[config.mk]
export PLATFORM = sky130hd
export DESIGN_NAME = ppm_capability
export DESIGN_NICKNAME = d
export VERILOG_FILES = /design/src/ppm_pkg.sv /design/src/ppm_capability.sv
export SDC_FILE = /design/constraint.sdc
export NUM_CORES = 1
export LEC_CHECK = 0
export BUFFER_PORTS_ARGS = -buffer_cell sky130_fd_sc_hd__buf_2
export CORE_MARGIN = 2
export CORE_UTILIZATION = 45
export CTS_CLUSTER_DIAMETER = 40
export CTS_CLUSTER_SIZE = 30
export DETAILED_ROUTE_END_ITERATION = 12
export HOLD_SLACK_MARGIN = 0.06
export PLACE_DENSITY_LB_ADDON = 0.12
export SLEW_MARGIN = 40
export SYNTH_ARGS = -nofsm -noshare
export SYNTH_HDL_FRONTEND = slang
export SYNTH_SLANG_ARGS = --single-unit
export TNS_END_PERCENT = 10
[constraint.sdc]
create_clock -name clock -period 2 [get_ports clock]
set_input_delay 0.4 -clock clock [delete_from_list [all_inputs] [get_ports clock]]
set_output_delay 0.4 -clock clock [all_outputs]
set_load 0.01 [all_outputs]
[src/ppm_pkg.sv]
// constants, field layout and carrier types of the power management capability block
// Notes on behaviour
// - version field reads fixed revision code
// - wake clock bit reads constant zero
// - special initialization flag reads zero
// - aux current reads zero without cold wake
// - aux current codes map to milliamp levels
// - state1 and state2 support bits read one
// - cold wake bit defaults zero, unlock-writable
// - lower wake support bits read ones
// - protected capability fields written only unlocked
// - serial ROM load precedes configuration access
// - power state field reads and writes
// - data select and scale read zero
// - wake enable gates wake output
// - sticky wake bits survive reset with cold
// - port event sets wake status, write-one-clears
// - non-D0 state stops the internal clock
// - write unlock defaults zero, masks protected writes
package ppm_pkg;
  // register select
  localparam logic SEL_CAP = 1'h0;
  localparam logic SEL_CTRL = 1'h1;
  localparam int DATA_W = 16;
  // capability register layout
  localparam int VERSION_LSB = 0;
  localparam logic [2:0] VERSION_CODE = 3'h2;
  localparam int WAKE_CLOCK_BIT = 3;
  localparam int CAP_RSVD_BIT = 4;
  localparam int DSI_BIT = 5;
  localparam int AUX_LSB = 6;
  localparam int AUX_W = 3;
  localparam int STATE1_BIT = 9;
  localparam int STATE2_BIT = 10;
  localparam int WAKE_SUP_LSB = 11;
  localparam logic [3:0] WAKE_SUP_FIXED = 4'hF;
  localparam int D3COLD_BIT = 15;
  localparam logic [2:0] AUX_RESET = 3'h0;
  localparam logic D3COLD_RESET = 1'h0;
  // aux current codes, milliamps at 3.3 V aux
  localparam logic [2:0] AUX_375MA = 3'h7;
  localparam logic [2:0] AUX_320MA = 3'h6;
  localparam logic [2:0] AUX_270MA = 3'h5;
  localparam logic [2:0] AUX_220MA = 3'h4;
  localparam logic [2:0] AUX_160MA = 3'h3;
  localparam logic [2:0] AUX_100MA = 3'h2;
  localparam logic [2:0] AUX_55MA = 3'h1;
  localparam logic [2:0] AUX_SELF_POWERED = 3'h0;
  // control/status register layout
  localparam int PSTATE_LSB = 0;
  localparam int WAKE_EN_BIT = 8;
  localparam int WAKE_STAT_BIT = 15;
  localparam logic [1:0] PS_D0 = 2'h0;
  localparam logic [1:0] PS_D1 = 2'h1;
  localparam logic [1:0] PS_D2 = 2'h2;
  localparam logic [1:0] PS_D3 = 2'h3;
  localparam logic [1:0] PSTATE_RESET = 2'h0;

  typedef enum logic [1:0] {LOAD_STRAP, LOAD_WAIT, RUN} ppm_phase_t;

  typedef struct packed {
    logic write;
    logic sel;
    logic [1:0] byte_en;
    logic [15:0] wdata;
  } ppm_cfg_t;

  typedef struct packed {
    logic [2:0] aux_current;
    logic d3cold;
  } ppm_rom_t;
endpackage

[src/ppm_capability.sv]
// power management capability and control/status registers
`timescale 1ns/100ps
module ppm_capability (
  // clock and resets
  input wire logic clock,
  input wire logic rst_n,
  input wire logic por_n,
  // configuration access
  input wire logic cfg_req,
  input wire ppm_pkg::ppm_cfg_t cfg,
  output logic cfg_ready,
  output logic cfg_ack,
  output logic [15:0] cfg_rdata,
  // unlock from the extension register
  input wire logic id_write_unlock,
  // serial ROM preload
  input wire logic rom_present,
  input wire logic rom_word_valid,
  input wire ppm_pkg::ppm_rom_t rom_word,
  // wake path
  input wire logic port_wake_event,
  output logic wake_event_out_n,
  // core clock control
  output logic core_clock_en
);

  typedef struct packed {
    ppm_pkg::ppm_phase_t phase;
    logic [2:0] aux_current;
    logic d3cold;
    logic [1:0] power_state;
    logic ack;
    logic [15:0] rdata;
  } ppm_core_t;

  // wake bits live on the power-on reset so a warm reset keeps them when the preload advertises cold wake
  typedef struct packed {
    logic wake_enable;
    logic wake_status;
  } ppm_sticky_t;

  ppm_core_t core;
  ppm_core_t next_core;
  ppm_sticky_t sticky;
  ppm_sticky_t next_sticky;

  logic taken;
  logic cap_write;
  logic ctrl_write;
  logic load_finish;
  logic [15:0] cap_word;
  logic [15:0] ctrl_word;

  // no access is served until the preload phase is over
  assign cfg_ready = (core.phase == ppm_pkg::RUN);
  assign taken = cfg_req && cfg_ready;
  assign cap_write = taken && cfg.write && (cfg.sel == ppm_pkg::SEL_CAP);
  assign ctrl_write = taken && cfg.write && (cfg.sel == ppm_pkg::SEL_CTRL);

  assign cfg_ack = core.ack;
  assign cfg_rdata = core.rdata;

  // D1, D2 and D3 all count as global suspend
  assign core_clock_en = (core.power_state == ppm_pkg::PS_D0);

  // both inputs are flops, so the pin cannot glitch from logic hazards
  assign wake_event_out_n = !(sticky.wake_status && sticky.wake_enable);

  always_comb begin
    cap_word = 16'h0000;
    cap_word[ppm_pkg::VERSION_LSB +: 3] = ppm_pkg::VERSION_CODE;
    cap_word[ppm_pkg::WAKE_CLOCK_BIT] = 1'h0;
    cap_word[ppm_pkg::CAP_RSVD_BIT] = 1'h0;
    cap_word[ppm_pkg::DSI_BIT] = 1'h0;
    // aux code is only meaningful when cold wake is advertised
    if (core.d3cold) begin
      cap_word[ppm_pkg::AUX_LSB +: ppm_pkg::AUX_W] = core.aux_current;
    end else begin
      cap_word[ppm_pkg::AUX_LSB +: ppm_pkg::AUX_W] = ppm_pkg::AUX_SELF_POWERED;
    end
    cap_word[ppm_pkg::STATE1_BIT] = 1'h1;
    cap_word[ppm_pkg::STATE2_BIT] = 1'h1;
    cap_word[ppm_pkg::WAKE_SUP_LSB +: 4] = ppm_pkg::WAKE_SUP_FIXED;
    cap_word[ppm_pkg::D3COLD_BIT] = core.d3cold;
  end

  always_comb begin
    ctrl_word = 16'h0000;
    ctrl_word[ppm_pkg::PSTATE_LSB +: 2] = core.power_state;
    ctrl_word[ppm_pkg::WAKE_EN_BIT] = sticky.wake_enable;
    ctrl_word[ppm_pkg::WAKE_STAT_BIT] = sticky.wake_status;
  end

  always_comb begin
    next_core = core;
    next_core.ack = 1'h0;
    load_finish = 1'h0;
    case (core.phase)
      ppm_pkg::LOAD_STRAP: begin
        // strap is looked at only after reset has gone away
        if (rom_present) begin
          next_core.phase = ppm_pkg::LOAD_WAIT;
        end else begin
          next_core.phase = ppm_pkg::RUN;
          load_finish = 1'h1;
        end
      end
      ppm_pkg::LOAD_WAIT: begin
        // a ROM that never answers holds the block off for good
        if (rom_word_valid) begin
          next_core.aux_current = rom_word.aux_current;
          next_core.d3cold = rom_word.d3cold;
          next_core.phase = ppm_pkg::RUN;
          load_finish = 1'h1;
        end
      end
      ppm_pkg::RUN: begin
        if (taken) begin
          next_core.ack = 1'h1;
          if (!cfg.write) begin
            if (cfg.sel == ppm_pkg::SEL_CAP) begin
              next_core.rdata = cap_word;
            end else begin
              next_core.rdata = ctrl_word;
            end
          end
        end
        if (cap_write && id_write_unlock) begin
          if (cfg.byte_en[0]) begin
            next_core.aux_current[1:0] = cfg.wdata[ppm_pkg::AUX_LSB +: 2];
          end
          if (cfg.byte_en[1]) begin
            next_core.aux_current[2] = cfg.wdata[ppm_pkg::AUX_LSB + 2];
            next_core.d3cold = cfg.wdata[ppm_pkg::D3COLD_BIT];
          end
        end
        if (ctrl_write && cfg.byte_en[0]) begin
          next_core.power_state = cfg.wdata[ppm_pkg::PSTATE_LSB +: 2];
        end
      end
      default: begin
        next_core.phase = ppm_pkg::LOAD_STRAP;
      end
    endcase
  end

  always_comb begin
    next_sticky = sticky;
    // without cold wake the bits must not outlive a warm reset
    if (load_finish && !next_core.d3cold) begin
      next_sticky.wake_enable = 1'h0;
      next_sticky.wake_status = 1'h0;
    end
    if (ctrl_write && cfg.byte_en[1]) begin
      next_sticky.wake_enable = cfg.wdata[ppm_pkg::WAKE_EN_BIT];
      if (cfg.wdata[ppm_pkg::WAKE_STAT_BIT]) begin
        next_sticky.wake_status = 1'h0;
      end
    end
    // a port event in the clearing cycle is kept
    if (port_wake_event) begin
      next_sticky.wake_status = 1'h1;
    end
  end

  always_ff @(posedge clock or negedge rst_n) begin
    if (!rst_n) begin
      core.phase <= ppm_pkg::LOAD_STRAP;
      core.aux_current <= ppm_pkg::AUX_RESET;
      core.d3cold <= ppm_pkg::D3COLD_RESET;
      core.power_state <= ppm_pkg::PSTATE_RESET;
      core.ack <= 1'h0;
      core.rdata <= 16'h0000;
    end else begin
      core <= next_core;
    end
  end

  always_ff @(posedge clock or negedge por_n) begin
    if (!por_n) begin
      sticky <= '0;
    end else begin
      sticky <= next_sticky;
    end
  end
endmodule

# After elaboration in Yosys (flattened, before gate mapping)
# Cells that the tools add are included.
word_totals:
  ff_bits: 27
  inputBits: 32
  out_inout_bits: 20
classes:
  n_reduce_logical: 20
  n_eq_ne: 6
  bitwise_logic: 3
  n_mux: 20
op_table:
  columns: ["op", "count"]
  rows:
  - ["2-to-1 mux 17 bit", 2]
  - ["2-to-1 mux 16 bit", 2]
  - ["logical AND 1 bit", 9]
  - ["2-to-1 mux 2 bit", 4]
  - ["one-hot mux 4 bit (2 select lines)", 1]
  - ["AND reduction 4 bit", 2]
  - ["2-to-1 mux 1 bit", 6]
  - ["2-to-1 mux 6 bit", 1]
  - ["!= test 2 bit, second input constant", 3]
  - ["one-hot mux 2 bit (3 select lines)", 1]
  - ["logical NOT 2 bit", 2]
  - ["2-to-1 mux 4 bit", 1]
  - ["AND reduction 2 bit", 2]
  - ["nonzero test 2 bit", 2]
  - ["2-to-1 mux 3 bit", 1]
  - ["inverter 1 bit", 3]
  - ["AND reduction 3 bit", 1]
  - ["equality test 2 x 1 -> 1 bit, second input constant", 1]
  - ["equality test 2 bit, second input constant", 1]
  - ["logical NOT 1 bit", 2]
  - ["!= test 2 x 1 -> 1 bit, second input constant", 1]
  - ["one-hot mux 1 bit (2 select lines)", 1]

# Depth between registers and ports, before layout
logic_depth:
  ltp_word: 13
  mapped_depth: 8

# Worst setup path after synthesis
# Ideal clock, no wire load.
synth_path:
  path_type: "register to register"
  start: "register core[23] (netlist bit)"
  end: "register core[20] (netlist bit)"
  arrival_ps: 1441
  path_slack_ps: 438
  path_buffers: 1
  path_stages_with_launch: 8
  synth_period_minus_slack_ps: 1562
  setup_ps: 121
  cell_sequence: "dfrtp_1 inv_1 ha_1 buf_4 nand2_1 nor2_2 a221o_1 o22a_1"
synth_via:
  elab_chain_len: 7
  elab_cells_between_ends: 12
  cone_classes: "eq/ne (5); mux (1); reduce/logical (6)"
synth_lines:
  columns: ["item", "line_no", "text"]
  rows:
  - ["start: declaration", "ppm_capability.sv:42", "ppm_core_t core;"]
  - ["start signal: assignment", "ppm_capability.sv:175", "core <= next_core;"]
  - ["equality test 2 bit *", "ppm_capability.sv:55", "assign cfg_ready = (core.phase == ppm_pkg::RUN);"]
  - ["net cfg_ready", "ppm_capability.sv:11", "output logic cfg_ready,"]
  - ["logical AND 1 bit", "ppm_capability.sv:56", "assign taken = cfg_req && cfg_ready;"]
  - ["logical AND 1 bit (2 in series)", "ppm_capability.sv:57", "assign cap_write = taken && cfg.write && (cfg.sel == ppm_pkg::SEL_CAP);"]
  - ["logical AND 1 bit", "ppm_capability.sv:128", "if (cap_write && id_write_unlock) begin"]
  - ["!= test 2 x 1 -> 1 bit (no source line)", null, null]
  - ["AND reduction 4 bit (no source line)", null, null]
# Mark *: on every way through the listed nets, which the timed path passes. The rest lies on a longest branch.
# A chain may end at the register's enable or synchronous reset.

# Final worst setup path
layout_path:
  start: "register core[23] (netlist bit)"
  end: "output cfg_ready"
layout_via:
  elab_chain_len: 1
layout_lines:
  columns: ["item", "line_no"]
  rows:
  - ["equality test 2 bit", "ppm_capability.sv:55"]
  - ["end: declaration", "ppm_capability.sv:11"]
# No other way between the ends.

==> results.md <==
- Yosys warns: 0
- Vias: 881
- Site row count: 17
- # Post-CTS Setup Buffers: 0
- Final setup skew: roughly 0.0092 ns
- Die H: 53.2 um
- Clock-pin slew on the worst setup and hold paths: between 0.1 and 0.15 ns
- Initial antenna violation count: 0
- Clk_lat worst skew: approximately 0.28 ns
- Horiz. Die Dim: 53.2 um
- GRT Util Overall: 17.5%
- Distinct cells, synth: 37
- Status: completed
- Area after detailed placement: 0.00118 mm^2
- Vias/cell: 5.12
- Hold buffers post-CTS: 2
- Critical path startpoint category: flop
- RSZ-0062 raised after global routing: no
- Gr ovfl total: 0
- Endpoint class of the critical path: primary output
- Final Hold Viols: 0
- H-tree depth: 1
- Synth top area cells: dfrtp_1, buf_4, nand2_1, o21ai_1, ha_1
- Fin Setup TNS: 0 ns
- CTS root buf: clkbuf_4
- Post-route cell area: 0.00123 mm^2
- R2r setup slk: around 0.25 ns
- Post-CTS Resized: 0
- CTS tree: done
- Setup CP Type: reg -> out
- P&R area growth vs syn: 13.2%
- Vias in the first global route: 828
- Seq/Total Area, Yosys: 41.4%
- Final period utilization: 88.1%
- Total wire length: between 2000 and 2500 um
- Cell area after synthesis: 0.00109 mm^2
- Pwr Density: 1290 mW/mm^2
- Fin worst setup slack: 0.237 ns
- Detailed Routing Iterations Pass 1: 4
- CTS Buffer Depth: 2
- WP data arrival: 1.36 ns
- #FFs+latches synth: 18
- Hold wc startpoint: cfg[0]
- I/O Pins: between 50 and 60
- Clock sinks: 18
- Antenna Nets Post-Route: 0
- Max Clk Rate: about 570 MHz
- Filler cells: 237
- Final setup vio count: 0
- Static Leakage: 0.000628 uW
- Average size of a mapped cell: approximately 9.3 um^2
- Buffers on Ports: 37
- Worst slack at placement: 0.278 ns
- GPL Wtd Cong: 0.817
- Count leader, synth: dfrtp_1
- Hold Crit Class: in -> reg
- Largest net degree at the start of global routing: 17
- Area share of the largest cell type after synthesis: between 40% and 50%
- Tmin final: 1.76 ns
- EDFF count, synth: 0
- Layout cells sized above 1: 29.2%
- Post-DP HPWL: 1760 um
- N_diodes: 0
- Hold Path End: core[17]$_DFFE_PN0P_
- Maximum VDD drop: 0.678 mV
- Post-Syn Instances: 117
- Share of flip-flops with an asynchronous set or reset: 100%
- Total CTS buffers: 3
- Slew Viols, Final: 0
- Hold Path Depth: 2
- Top_reg_cell synth: dfrtp_1
- First-pass GRT wire length: 3540 um
- DR WL/cell: 12.6 um
- DRC viols: 0
- Initial core utilization: 48.3%
- Crit-path max FO: 11
- R2R Path End: cfg_rdata[7]$_DFFE_PN0P_
- Worst path required time: roughly 1.6 ns
- Max_cap viols: 0
- Die Area: around 0.0028 mm^2
- # nets final: 180
- Synth area leader: dfrtp_1
- Reg-to-reg startpoint: core[23]$_DFFE_PN0P_
- R2R depth: 6
- Core Area: roughly 0.0023 mm^2
- Min Hold Slack: approximately 0.33 ns
- DR iter-0 viols: 22
- Commonest cells post-synth: dfrtp_1, buf_4, nand2_1
[through the flow]
stage,instances,utilization [%],total power [uW]
2_1_floorplan,120,-,1270
3_3_place_gp,166,52.2,1350
3_5_place_dp,166,52.2,1380
4_1_cts,172,54.7,1610
5_1_grt,172,54.7,1740
6_report,172,54.7,1590
[critical path, stage by stage (launching register included)]
cell and delay, ns:
dfrtp_1 0.40, inv_1 0.11, ha_1 0.37, buf_2 0.20
[cells by family (layout without fill, tap and decap cells)]
group,Yosys count,count (layout),share of synthesized area [%]
multiplexers,4,4,3.91
flip-flops,18,18,41.4
other,1,4,0.344
AND/OR/NAND/NOR,32,32,14.5
buffers and inverters,26,50,15.6
adder cells (fa/ha/maj),3,3,3.45
AO/OA/AOI/OAI,33,33,20.8
[layout make-up]
cell class                 instances  area, um^2  share of cell area [%]
multi-input combinational         76         479                    38.9
sequential                        18         450                    36.5
timing repair buffer              39         205                    16.6
clock buffer                       4        36.3                    2.94
tap                               28        35.0                    2.84
inverter                           7        26.3                    2.13
[registers in the layout (all words and copies together) (netlist names)]
register and cells:
cfg_ack 1, ctrl_word 2, cap_word 1, core 7
cfg_rdata 7
[metal layers]
| layer | part of all wire (%) | global-route usage, % |
|---|---|---|
| met5 | 0 | 0 |
| met1 | 43 | 21.4 |
| met4 | 0.97 | 6.41 |
| met2 | 50 | 30.4 |
| met3 | 5.2 | 3.39 |
[how the worst max path moves through the flow]
| stage | from | end | slack [ns] | depth (start not counted) |
|---|---|---|---|---|
| after floorplan | core[23]$_DFFE_PN0P_ | core[20]$_DFFE_PN0P_ | 0.44 | 7 |
| after global routing | core[23]$_DFFE_PN0P_ | cfg_rdata[7]$_DFFE_PN0P_ | 0.09 | 6 |
| after global placement | core[23]$_DFFE_PN0P_ | cfg_rdata[0]$_DFFE_PN0P_ | 0.33 | 6 |
| after detailed placement | core[23]$_DFFE_PN0P_ | cfg_rdata[7]$_DFFE_PN0P_ | 0.28 | 6 |
| after CTS | core[23]$_DFFE_PN0P_ | cfg_ready | 0.23 | 3 |
| final | core[23]$_DFFE_PN0P_ | cfg_ready | 0.24 | 3 |
[cell usage in the layout (no fill, tap or decap), drive strengths merged, types with 2 or more instances in the layout]
| cell type | instances |
|---|---|
| nor2b | 4 |
| nand2 | 16 |
| nand3 | 2 |
| conb | 4 |
| dfrtp | 18 |
| mux2i | 2 |
| dlygate4sd3 | 2 |
| mux2 | 2 |
| a221o | 2 |
| buf | 37 |
| o22a | 2 |
| clkbuf | 4 |
| a21oi | 4 |
| a21boi | 2 |
| inv | 7 |
| ha | 3 |
| a31oi | 3 |
| o21ai | 10 |
| nor2 | 4 |
[report_power, final]
part           leakage, uW  switching [uW]  internal [uW]  total (uW)
Sequential        0.000229            92.5            502         595
Clock            0.0000210             109            111         219
Combinational     0.000378             419            356         775
Power figures use the tool's default switching activity.
